<file path="config.mk">
export PLATFORM = sky130hd
export DESIGN_NAME = ssc_top
export DESIGN_NICKNAME = d
export VERILOG_FILES = /design/src/ssc_pkg.sv /design/src/ssc_delay.sv /design/src/ssc_sync.sv /design/src/ssc_top.sv
export SDC_FILE = /design/constraint.sdc
export NUM_CORES = 1
export LEC_CHECK = 0
export ABC_AREA = 1
export BUFFER_PORTS_ARGS = -buffer_cell sky130_fd_sc_hd__buf_2
export CAP_MARGIN = 40
export CELL_PAD_IN_SITES_DETAIL_PLACEMENT = 2
export CELL_PAD_IN_SITES_GLOBAL_PLACEMENT = 2
export CORE_ASPECT_RATIO = 1.4
export CORE_MARGIN = 2
export CORE_UTILIZATION = 29
export DETAILED_ROUTE_END_ITERATION = 7
export PLACE_DENSITY = 0.85
export SYNTH_ARGS = -nofsm -noshare
export SYNTH_HDL_FRONTEND = slang
export SYNTH_HIERARCHICAL = 1
export SYNTH_SLANG_ARGS = --single-unit
</file>
<file path="constraint.sdc">
create_clock -name clock -period 3.8 [get_ports clock]
set_input_delay 0.57 -clock clock [delete_from_list [all_inputs] [get_ports clock]]
set_output_delay 0.57 -clock clock [all_outputs]
set_load 0.01 [all_outputs]
</file>
<file path="src/ssc_pkg.sv">
package ssc_pkg;
    localparam logic [11:0] SSC_CTRL_OFS = 12'h050;
    localparam logic [11:0] SSC_IRQ_STATUS_OFS = 12'h054;
    localparam logic [11:0] SSC_IRQ_MASK_OFS = 12'h058;
    localparam int SSC_LVL_LSB = 4;
    localparam int SSC_RSTEN_BIT = 3;
    localparam int SSC_ACTIVE_BIT = 2;
    localparam int SSC_CMP_BIT = 1;
    localparam int SSC_FLAG_BIT = 0;
    localparam logic [7:0] SSC_CTRL_RESET = 8'h00;
    localparam logic [3:0] SSC_LVL_OFF = 4'h0;
    localparam logic [3:0] SSC_LVL_EXT = 4'hF;
    localparam logic [2:0] SSC_IRQ_RESET = 3'h0;
    localparam int SSC_CLK_HZ = 20000000;
    localparam int SSC_TON_US = 50;
    localparam int SSC_TSETTLE_US = 12;
    localparam int SSC_TON_CYC = (SSC_TON_US * (SSC_CLK_HZ / 1000000));
    localparam int SSC_TSETTLE_CYC = (SSC_TSETTLE_US * (SSC_CLK_HZ / 1000000));

    typedef enum logic [1:0] {
        SSC_OFF = 2'b00,
        SSC_SETTLE = 2'b01,
        SSC_MON = 2'b11
    } ssc_state_type;

    typedef struct packed {
        logic [3:0] level;
        logic rst_en;
    } ssc_cfg_type;
endpackage

</file>
<file path="src/ssc_delay.sv">
`timescale 1ns/1ps
module ssc_delay
    import ssc_pkg::*;
#(
    parameter int WIDTH = 11
)
(
    input wire logic clock,
    input wire logic rst,
    input wire logic load,
    input wire logic [WIDTH-1:0] count,
    output logic busy
);
    logic [WIDTH-1:0] cnt_r;
    initial begin
        if (WIDTH < 2) $error("ssc_delay width too small");
    end
    // down-counter on the system clock
    always_ff @(posedge clock) begin
        if (rst) begin
            cnt_r <= '0;
        end else if (load) begin
            cnt_r <= count;
        end else if (cnt_r != '0) begin
            cnt_r <= cnt_r - 1'b1;
        end
    end
    assign busy = load || (cnt_r != '0);
endmodule

</file>
<file path="src/ssc_sync.sv">
`timescale 1ns/1ps
module ssc_sync
    import ssc_pkg::*;
(
    input wire logic clock,
    input wire logic rst,
    input wire logic din,
    output logic dout
);
    logic meta_r;
    always_ff @(posedge clock) begin
        if (rst) begin
            meta_r <= 1'b0;
            dout <= 1'b0;
        end else begin
            meta_r <= din;
            dout <= meta_r;
        end
    end
endmodule

</file>
<file path="src/ssc_top.sv">
// Added by the designer: the APB slave port.
`timescale 1ns/1ps
// What this block does
// - level zero disables, nonzero enables monitoring
// - all-ones level selects external input
// - level bits 7:4, 14 rising thresholds
// - low voltage sets the flag
// - reset enable bit turns flag into reset
// - flag latched until software clears it
// - clear during low condition sets again
// - active bit read-only, reports monitoring state
// - off to on waits about 50 us
// - level change waits about 12 us
// - no flag set, reset or active during settling; a held flag stays
// - comparator bit shows live comparator output
// - power-on reset clears control register
module ssc_top
    import ssc_pkg::*;
#(
    parameter int TON_CYC = SSC_TON_CYC,
    parameter int TSETTLE_CYC = SSC_TSETTLE_CYC
)
(
    input wire logic clock,
    input wire logic rst,
    input wire logic psel,
    input wire logic penable,
    input wire logic pwrite,
    input wire logic [11:0] paddr,
    input wire logic [31:0] pwdata,
    output logic [31:0] prdata,
    output logic pready,
    output logic pslverr,
    input wire logic cmp_low,
    output logic [3:0] threshold_select,
    output logic ext_select,
    output logic monitor_enable,
    output logic power_on_reset,
    output logic irq
);
    localparam int DW = 11;

    initial begin
        if (TON_CYC < 1 || TON_CYC >= (1 << DW)) $error("TON_CYC out of range");
        if (TSETTLE_CYC < 1 || TSETTLE_CYC > TON_CYC) $error("TSETTLE_CYC out of range");
    end

    ssc_cfg_type cfg_r;
    logic flag_r;
    logic [2:0] irq_status_r;
    logic [2:0] irq_mask_r;
    ssc_state_type state_r;
    logic cmp_s;
    logic cmp_prev_r;
    logic act_prev_r;
    logic dly_load;
    logic [DW-1:0] dly_count;
    logic dly_busy;
    logic wr_acc;
    logic rd_acc;
    logic addr_ok;
    logic wr_ctrl;
    logic [3:0] new_level;
    logic active;
    logic low_event;
    logic [2:0] irq_ev;
    ssc_cfg_type cfg_nxt;
    ssc_state_type state_nxt;
    logic flag_nxt;
    logic [2:0] irq_status_nxt;
    logic sel_ctrl;
    logic sel_status;
    logic sel_mask;
    logic ev_flag_rise;
    logic ev_cmp_change;
    logic ev_act_rise;

    function automatic logic [31:0] ctrl_word(input ssc_cfg_type c, input logic act,
                                              input logic cmp, input logic fg);
        ctrl_word = {24'h000000, c.level, c.rst_en, act, cmp, fg};
    endfunction

    // one aligned word per register, so the full byte address must match
    function automatic logic reg_hit(input logic [11:0] a, input logic [11:0] ofs);
        reg_hit = (a == ofs);
    endfunction

    // strobes act only at the first access edge, while pready is still low, so a
    // write-one-to-clear cannot strike twice and wipe an event caught in between
    assign wr_acc = psel && penable && pwrite && !pready;
    assign rd_acc = psel && penable && !pwrite && !pready;
    assign sel_ctrl = reg_hit(paddr, SSC_CTRL_OFS);
    assign sel_status = reg_hit(paddr, SSC_IRQ_STATUS_OFS);
    assign sel_mask = reg_hit(paddr, SSC_IRQ_MASK_OFS);
    assign addr_ok = sel_ctrl || sel_status || sel_mask;
    assign wr_ctrl = wr_acc && sel_ctrl;
    assign new_level = pwdata[SSC_LVL_LSB+3:SSC_LVL_LSB];

    ssc_sync u_sync (
        .clock(clock),
        .rst(rst),
        .din(cmp_low),
        .dout(cmp_s)
    );

    // settling delay choice on a level change
    always_comb begin
        dly_load = 1'b0;
        dly_count = '0;
        if (wr_ctrl && new_level != SSC_LVL_OFF && new_level != cfg_r.level) begin
            dly_load = 1'b1;
            if (cfg_r.level == SSC_LVL_OFF) begin
                dly_count = DW'(TON_CYC);
            end else begin
                dly_count = DW'(TSETTLE_CYC);
            end
        end
    end

    ssc_delay #(
        .WIDTH(DW)
    ) u_delay (
        .clock(clock),
        .rst(rst),
        .load(dly_load),
        .count(dly_count),
        .busy(dly_busy)
    );

    // only level and reset enable are stored in cfg_r; flag is held in flag_r, active and comparator are live status
    always_comb begin
        cfg_nxt = cfg_r;
        if (wr_ctrl) begin
            cfg_nxt.level = new_level;
            cfg_nxt.rst_en = pwdata[SSC_RSTEN_BIT];
        end
    end

    // the reset output feeds back into rst, so the control register clears itself
    always_ff @(posedge clock) begin
        if (rst) begin
            cfg_r <= ssc_cfg_type'(SSC_CTRL_RESET[7:3]);
        end else begin
            cfg_r <= cfg_nxt;
        end
    end

    // writing zero turns the monitor off at once, even in the middle of settling
    always_comb begin
        state_nxt = state_r;
        case (state_r)
            SSC_OFF: begin
                if (dly_load) begin
                    state_nxt = SSC_SETTLE;
                end
            end
            SSC_SETTLE: begin
                if (wr_ctrl && new_level == SSC_LVL_OFF) begin
                    state_nxt = SSC_OFF;
                end else if (!dly_busy) begin
                    state_nxt = SSC_MON;
                end
            end
            SSC_MON: begin
                if (wr_ctrl && new_level == SSC_LVL_OFF) begin
                    state_nxt = SSC_OFF;
                end else if (dly_load) begin
                    state_nxt = SSC_SETTLE;
                end
            end
            default: begin
                state_nxt = SSC_OFF;
            end
        endcase
    end

    always_ff @(posedge clock) begin
        if (rst) begin
            state_r <= SSC_OFF;
        end else begin
            state_r <= state_nxt;
        end
    end

    assign active = (state_r == SSC_MON);
    assign low_event = active && cmp_s;

    // set beats the software clear, so a lasting low re-flags at once
    always_comb begin
        flag_nxt = flag_r;
        if (low_event) begin
            flag_nxt = 1'b1;
        end else if (wr_ctrl && !pwdata[SSC_FLAG_BIT]) begin
            flag_nxt = 1'b0;
        end
    end

    always_ff @(posedge clock) begin
        if (rst) begin
            flag_r <= 1'b0;
        end else begin
            flag_r <= flag_nxt;
        end
    end

    always_ff @(posedge clock) begin
        if (rst) begin
            power_on_reset <= 1'b0;
        end else begin
            power_on_reset <= flag_r && cfg_r.rst_en && active;
        end
    end

    always_ff @(posedge clock) begin
        if (rst) begin
            threshold_select <= SSC_LVL_OFF;
            ext_select <= 1'b0;
            monitor_enable <= 1'b0;
        end else begin
            threshold_select <= cfg_r.level;
            ext_select <= (cfg_r.level == SSC_LVL_EXT);
            monitor_enable <= (cfg_r.level != SSC_LVL_OFF);
        end
    end

    // events: 0 flag rise, 1 comparator change, 2 active rise
    always_ff @(posedge clock) begin
        if (rst) begin
            cmp_prev_r <= 1'b0;
            act_prev_r <= 1'b0;
        end else begin
            cmp_prev_r <= cmp_s;
            act_prev_r <= active;
        end
    end
    assign ev_flag_rise = low_event && !flag_r;
    assign ev_cmp_change = cmp_s != cmp_prev_r;
    assign ev_act_rise = active && !act_prev_r;
    assign irq_ev = {ev_act_rise, ev_cmp_change, ev_flag_rise};

    // an event in the cycle of its own clear keeps its status bit set
    always_comb begin
        irq_status_nxt = irq_status_r | irq_ev;
        if (wr_acc && sel_status) begin
            irq_status_nxt = (irq_status_r & ~pwdata[2:0]) | irq_ev;
        end
    end

    always_ff @(posedge clock) begin
        if (rst) begin
            irq_status_r <= SSC_IRQ_RESET;
        end else begin
            irq_status_r <= irq_status_nxt;
        end
    end

    always_ff @(posedge clock) begin
        if (rst) begin
            irq_mask_r <= SSC_IRQ_RESET;
        end else if (wr_acc && sel_mask) begin
            irq_mask_r <= pwdata[2:0];
        end
    end

    always_ff @(posedge clock) begin
        if (rst) begin
            irq <= 1'b0;
        end else begin
            irq <= |(irq_status_r & irq_mask_r);
        end
    end

    // apb: one wait state so read data comes from a flop
    always_ff @(posedge clock) begin
        if (rst) begin
            pready <= 1'b0;
        end else begin
            pready <= psel && penable && !pready;
        end
    end

    // an unmapped offset answers with an error, reads zero and ignores writes
    always_ff @(posedge clock) begin
        if (rst) begin
            pslverr <= 1'b0;
        end else begin
            pslverr <= psel && penable && !pready && !addr_ok;
        end
    end

    always_ff @(posedge clock) begin
        if (rst) begin
            prdata <= 32'h00000000;
        end else if (rd_acc) begin
            if (sel_ctrl) begin
                prdata <= ctrl_word(cfg_r, active, cmp_s, flag_r);
            end else if (sel_status) begin
                prdata <= {29'h00000000, irq_status_r};
            end else if (sel_mask) begin
                prdata <= {29'h00000000, irq_mask_r};
            end else begin
                prdata <= 32'h00000000;
            end
        end
    end
endmodule

</file>
; ---- Word level (Yosys, flattened, before mapping)
; Cells that the tools add are included.
[op_classes]
n_addsub = 1
n_bitwise = 5
reduce_logical = 37
n_mux = 16
eq_ne = 9
[ops]
columns = op, n
row1 = "12-bit by 7-bit == test with 1-bit output, second input constant", 3
row2 = 11-bit 2-to-1 mux, 2
row3 = 10-bit 2-to-1 mux, 2
row4 = 1-bit logical AND, 19
row5 = 11-bit nonzero test, 1
row6 = "11-bit by 1-bit subtractor with 11-bit output, second input constant", 1
row7 = 3-bit 2-to-1 mux, 3
row8 = 4-bit zero test, 2
row9 = 2-bit 2-to-1 mux, 4
row10 = 8-bit 2-to-1 mux, 1
row11 = 4-bit nonzero test, 2
row12 = 3-bit AND, 2
row13 = 1-bit zero test, 6
row14 = 3-bit bitwise OR, 2
row15 = 2-bit one-hot mux with 3 select lines, 1
row16 = "4-bit == test, second input constant", 1
row17 = 4-bit inequality test, 1
row18 = 2-bit nonzero test, 2
row19 = 1-bit logical OR, 3
row20 = 1-bit 2-to-1 mux, 3
row21 = "3-bit inequality test, second input constant", 1
row22 = 3-bit inverter, 1
row23 = 3-bit OR reduction, 1
row24 = "2-bit by 1-bit == test with 1-bit output, second input constant", 1
row25 = 3 further kinds, 3
[word_totals]
elab_cells = 87
register_bits = 71

; ---- Depth between registers and ports, before layout
[depth]
ltp_word = 11
depth_mapped = 16

; ---- Hierarchy
; Netlist, hierarchy kept.
[by_module_without_submodules]
columns = mod, seq_area_each_um2, area_each_um2, instances, cells_each
row1 = ssc_top, 680.7, 1742.9, 1, 231
row2 = ssc_delay, 220.2, 805.8, 1, 120
row3 = ssc_sync, 40.0, 55.1, 1, 6

; ---- Worst setup path after synthesis
; OpenSTA, ideal clock, no wires.
[synth_timing]
path_type = input-to-reg
from = input paddr[5]
to = register u_delay.cnt_r[5]
stages = 13
setup_ns = 0.110
slack_ns = 1.759
required_ns = 3.690
arrival_time_ns = 1.931
path_cell_list = nor2_1 nand2_1 nor2_8 nand2_4 nor2_4 nand3_2 inv_2 buf_6 inv_8 buf_6 or2_2 nand3_1 nor2_1
[synth_between]
elab_chain_len = 6
elab_cells_between_ends = 8
[synth_rtl]
columns = item, line_no
row1 = start: declaration, ssc_top.sv:29  ; input wire logic [11:0] paddr,
row2 = 12-bit by 7-bit == test with 1-bit output, ssc_top.sv:85  ; reg_hit = (a == ofs);
row3 = 1-bit logical AND, ssc_top.sv:96  ; assign wr_ctrl = wr_acc && sel_ctrl;
row4 = 1-bit logical AND (2 in a row), ssc_top.sv:110  ; if (wr_ctrl && new_level != SSC_LVL_OFF && new_level != cfg_r.level) begin
row5 = 10-bit 2-to-1 mux, ssc_top.sv:110
row6 = named net dly_count[5], ssc_top.sv:57  ; logic [DW-1:0] dly_count;
row7 = 11-bit 2-to-1 mux, ssc_delay.sv:22  ; end else if (load) begin
row8 = end signal: assignment, ssc_delay.sv:23  ; cnt_r <= count;
row9 = end signal: assignment, ssc_delay.sv:25  ; cnt_r <= cnt_r - 1'b1;
row10 = end: declaration, ssc_delay.sv:14  ; logic [WIDTH-1:0] cnt_r;
; The timed path passes the listed nets, and every way through them passes these cells.
; A chain may end at the register's enable or synchronous reset.

; ---- Worst setup path after layout
[layout_timing]
from = input paddr[5]
to = register state_r[1]
[layout_between]
elab_cells_between_ends = 12
[layout_rtl]
columns = item, line_no
row1 = 12-bit by 7-bit == test with 1-bit output, ssc_top.sv:85
row2 = 1-bit logical AND, ssc_top.sv:96
row3 = 1-bit logical AND (2 in a row), ssc_top.sv:110
row4 = 1-bit 2-to-1 mux, ssc_top.sv:110
row5 = 1-bit logical OR, ssc_delay.sv:28  ; assign busy = load || (cnt_r != '0);
row6 = named net dly_busy, ssc_top.sv:58  ; logic dly_busy;
row7 = 3-bit inequality test (no source line), n/a
row8 = end signal: assignment, ssc_top.sv:181  ; state_r <= state_nxt;
row9 = end: declaration, ssc_top.sv:52  ; ssc_state_type state_r;
; The timed path passes the listed nets, and every way through them passes these cells.

==> summary.json <==
{
  "logic_synthesis": {
    "syn_area_per_cell_um2": 7.29,
    "synthesis.yosys.warnings": 6,
    "post_synth_instance_area_mm2": 0.00260,
    "ys_ff_latch": 47,
    "synth_most_common_cell": "sky130_fd_sc_hd__nand2_1",
    "yosysTopAreaCellShare": 0.361,
    "top_cells_by_instance_count_after_synthesis": "sky130_fd_sc_hd__nand2_1, sky130_fd_sc_hd__dfxtp_1, sky130_fd_sc_hd__nor2_1",
    "ys_seq_area_frac": 0.361,
    "synth_edf_count": 0,
    "async_flop_share": 0,
    "netlist_top_cells_area": "sky130_fd_sc_hd__dfxtp_1, sky130_fd_sc_hd__nand2_1, sky130_fd_sc_hd__buf_4",
    "synth-main-ff-cell": "sky130_fd_sc_hd__dfxtp_1",
    "cells_after_synthesis": 357,
    "yosys.cell_types.count": 34,
    "netlist.top_cell.by_area": "sky130_fd_sc_hd__dfxtp_1"
  },
  "global_route": {
    "grt_pass1_wl_um": 12200,
    "groute.usage.overall": 0.157,
    "grt_antenna_before_repair": 0,
    "grt_max_degree": 22,
    "grt_overflow": 0,
    "first_global_vias": 2587
  },
  "finish": {
    "final_net_count": 453,
    "post_route_cells_drive_above_1_share": 0.216,
    "signed_area_change_from_the_synthesized_netlist_to_the_final_layout_pct": 14.4,
    "fin_util": 0.344,
    "antennaDiodeCount": 0
  },
  "cts": {
    "cts-buffers-inserted": 5,
    "clock_tree.htree_level_count": 2,
    "cts-root-to-sink-buffers": 2,
    "insertion_delay_ps": 290,
    "cts.sink_count": 47,
    "cts_tree": "done",
    "postCtsHoldBufs": 0,
    "cts.reportedPaths.clkPinSlew_ps": 60,
    "cts-resized-gates": 0,
    "cts.repair_timing.setup_buffer_count": 0,
    "cts-root-buf": "sky130_fd_sc_hd__clkbuf_16"
  },
  "critical_path": {
    "critPathMaxFanout": 16,
    "cp-end-kind": "flop",
    "cp.arrival_ps": 2310,
    "timing.critical_path.from_type": "primary input",
    "worst-setup-path-type": "primary input to flop",
    "critical_path.reg2reg.startpoint": "cfg_r[2]",
    "cp.required_ps": 3950,
    "worst_path_largest_cell_delay_ps": 280,
    "timing.critical_path.slowest_stage_cell": "sky130_fd_sc_hd__inv_2",
    "worst_setup_path_startpoint": "paddr[5]",
    "path_cells": "buf_2, nor2_1, nand2_1, nor2_8, nand2_4, nor2_4, nand3_2, inv_2, inv_8, nand2_4, inv_1, nand4_1, nand2_1, nand3_1, a21oi_1"
  },
  "place": {
    "portBuffers": 43,
    "dp.final_hpwl_um": 5430,
    "finalWeightedCongestion": 0.779
  },
  "sta": {
    "timing.max_slew.rel_slack": 0.601,
    "fin_worst_hold_slack_ps": 412,
    "timing.setup.tns_ps": 0,
    "timing.clock.skew_ps": 6.55,
    "clock.fmax_ghz": 0.463,
    "finalSetupViolations": 0,
    "timing_max_transition_violations_final": 0,
    "hold_viol_final": 0,
    "finalCritPeriodShare": 0.569,
    "timing_worst_slew_pin_value_ps": 593,
    "final.min_clock_period_ps": 2160,
    "rsz0062_at_grt": "false"
  },
  "floorplan": {
    "die_h_um": 116,
    "die_w_um": 84.1,
    "number_of_top_level_pins": 92,
    "rows": 40,
    "start_util": 0.301,
    "floorplan.core_area_mm2": 0.00866,
    "die_area_mm2": 0.00976
  },
  "route": {
    "met3WireLength_um": 186,
    "number_of_design_rule_violations_left_after_detail_routing": 0,
    "route.antenna.remaining_nets": 0,
    "route.vias.total": 2320,
    "detail_route.first_pass.iterations": 6,
    "met2_wirelength_um": 4250,
    "top_layer_used": "met4",
    "drt_iter0_drc": 68,
    "drt_wl_total_um": 7260,
    "via_per_inst": 4.57,
    "post_drt_wl_per_cell_um": 14.3,
    "met1Wirelength_um": 2720
  },
  "worst_hold_path": {
    "hp-start": "u_sync/meta_r",
    "holdCritPathClass": "flop to flop"
  },
  "power_and_ir_drop": {
    "powerDensity_mw_per_mm2": 522,
    "report.power.total_uw": 1560,
    "maximum_ir_drop_on_the_vdd_rail_v": 0.000235,
    "leakage_uw": 0.00144
  },
  "run_status": {
    "status": "complete, no violations"
  },
  "job": {
    "drv_cap": 0
  }
}
worst paths after layout:
kind,cells after the start,endpoint,slack (ps)
worst min register to register,2,u_sync/dout,410
worst max register to register,12,u_delay/cnt_r[0],1840
worst min-delay path,2,u_sync/dout,410
worst max-delay path,15,state_r[1],1640
cells in the final DEF (no fill, tap or decap), drive strengths merged, types with 3 or more instances in the layout:
cell and instances:
nand2 70, nor2 56, dfxtp 47, inv 46, buf 43, nand3 30, conb 28, a21oi 28
o21ai 21, or2 6, xor2 5, clkbuf 5, nor3 5, xnor2 3, nand4 3
state kept, by name (all words and copies together) (netlist names), 2 cells and up:
signal,flops
state_r,2
irq_status_r,3
threshold_select,4
prdata,8
cfg_r,5
irq_mask_r,3
u_delay/cnt_r,11
cell families after synthesis:
group	Yosys count	share of synthesized area
compound gates	49	0.0985
xor+xnor	8	0.0269
fa+ha+maj	1	0.00480
buf+inv	77	0.162
flops	47	0.361
other cells	1	0.00144
simple gates	174	0.345
layout make-up:
cell class	count	area, µm²
sequential	47	941
timing repair buffer	43	215
multi-input combinational	260	1340
clock buffer	5	125
inverter	45	176
tap	105	131
clock inverter	3	47.5
fill	1055	5680
per-layer routing:
metal | track usage | vias to the layer above
met5 | 0 | -
met4 | 0.0495 | 0
met3 | 0.0226 | 6
met2 | 0.328 | 32
met1 | 0.156 | 1119
li1 | - | 1163
report_power, final:
group          switching [µW]  internal (µW)
clock                     202            314
sequential               41.3            531
combinational             299            169
total                     542           1010
worst max-delay path, delay by kind of cell:
family	cells	cell delay, ps
compound gates	1	50
simple gates	10	1150
buf+inv	4	530
metrics by stage:
stage	std cells	setup WS [ps]	cell area, µm²
2_1_floorplan	384	1760	2710
5_1_grt	508	1440	2980
6_report	508	1640	2980
3_3_place_gp	500	1410	2810
3_5_place_dp	500	1340	2810
4_1_cts	508	1610	2980
Note: power is estimated with default switching activity, not from simulation.
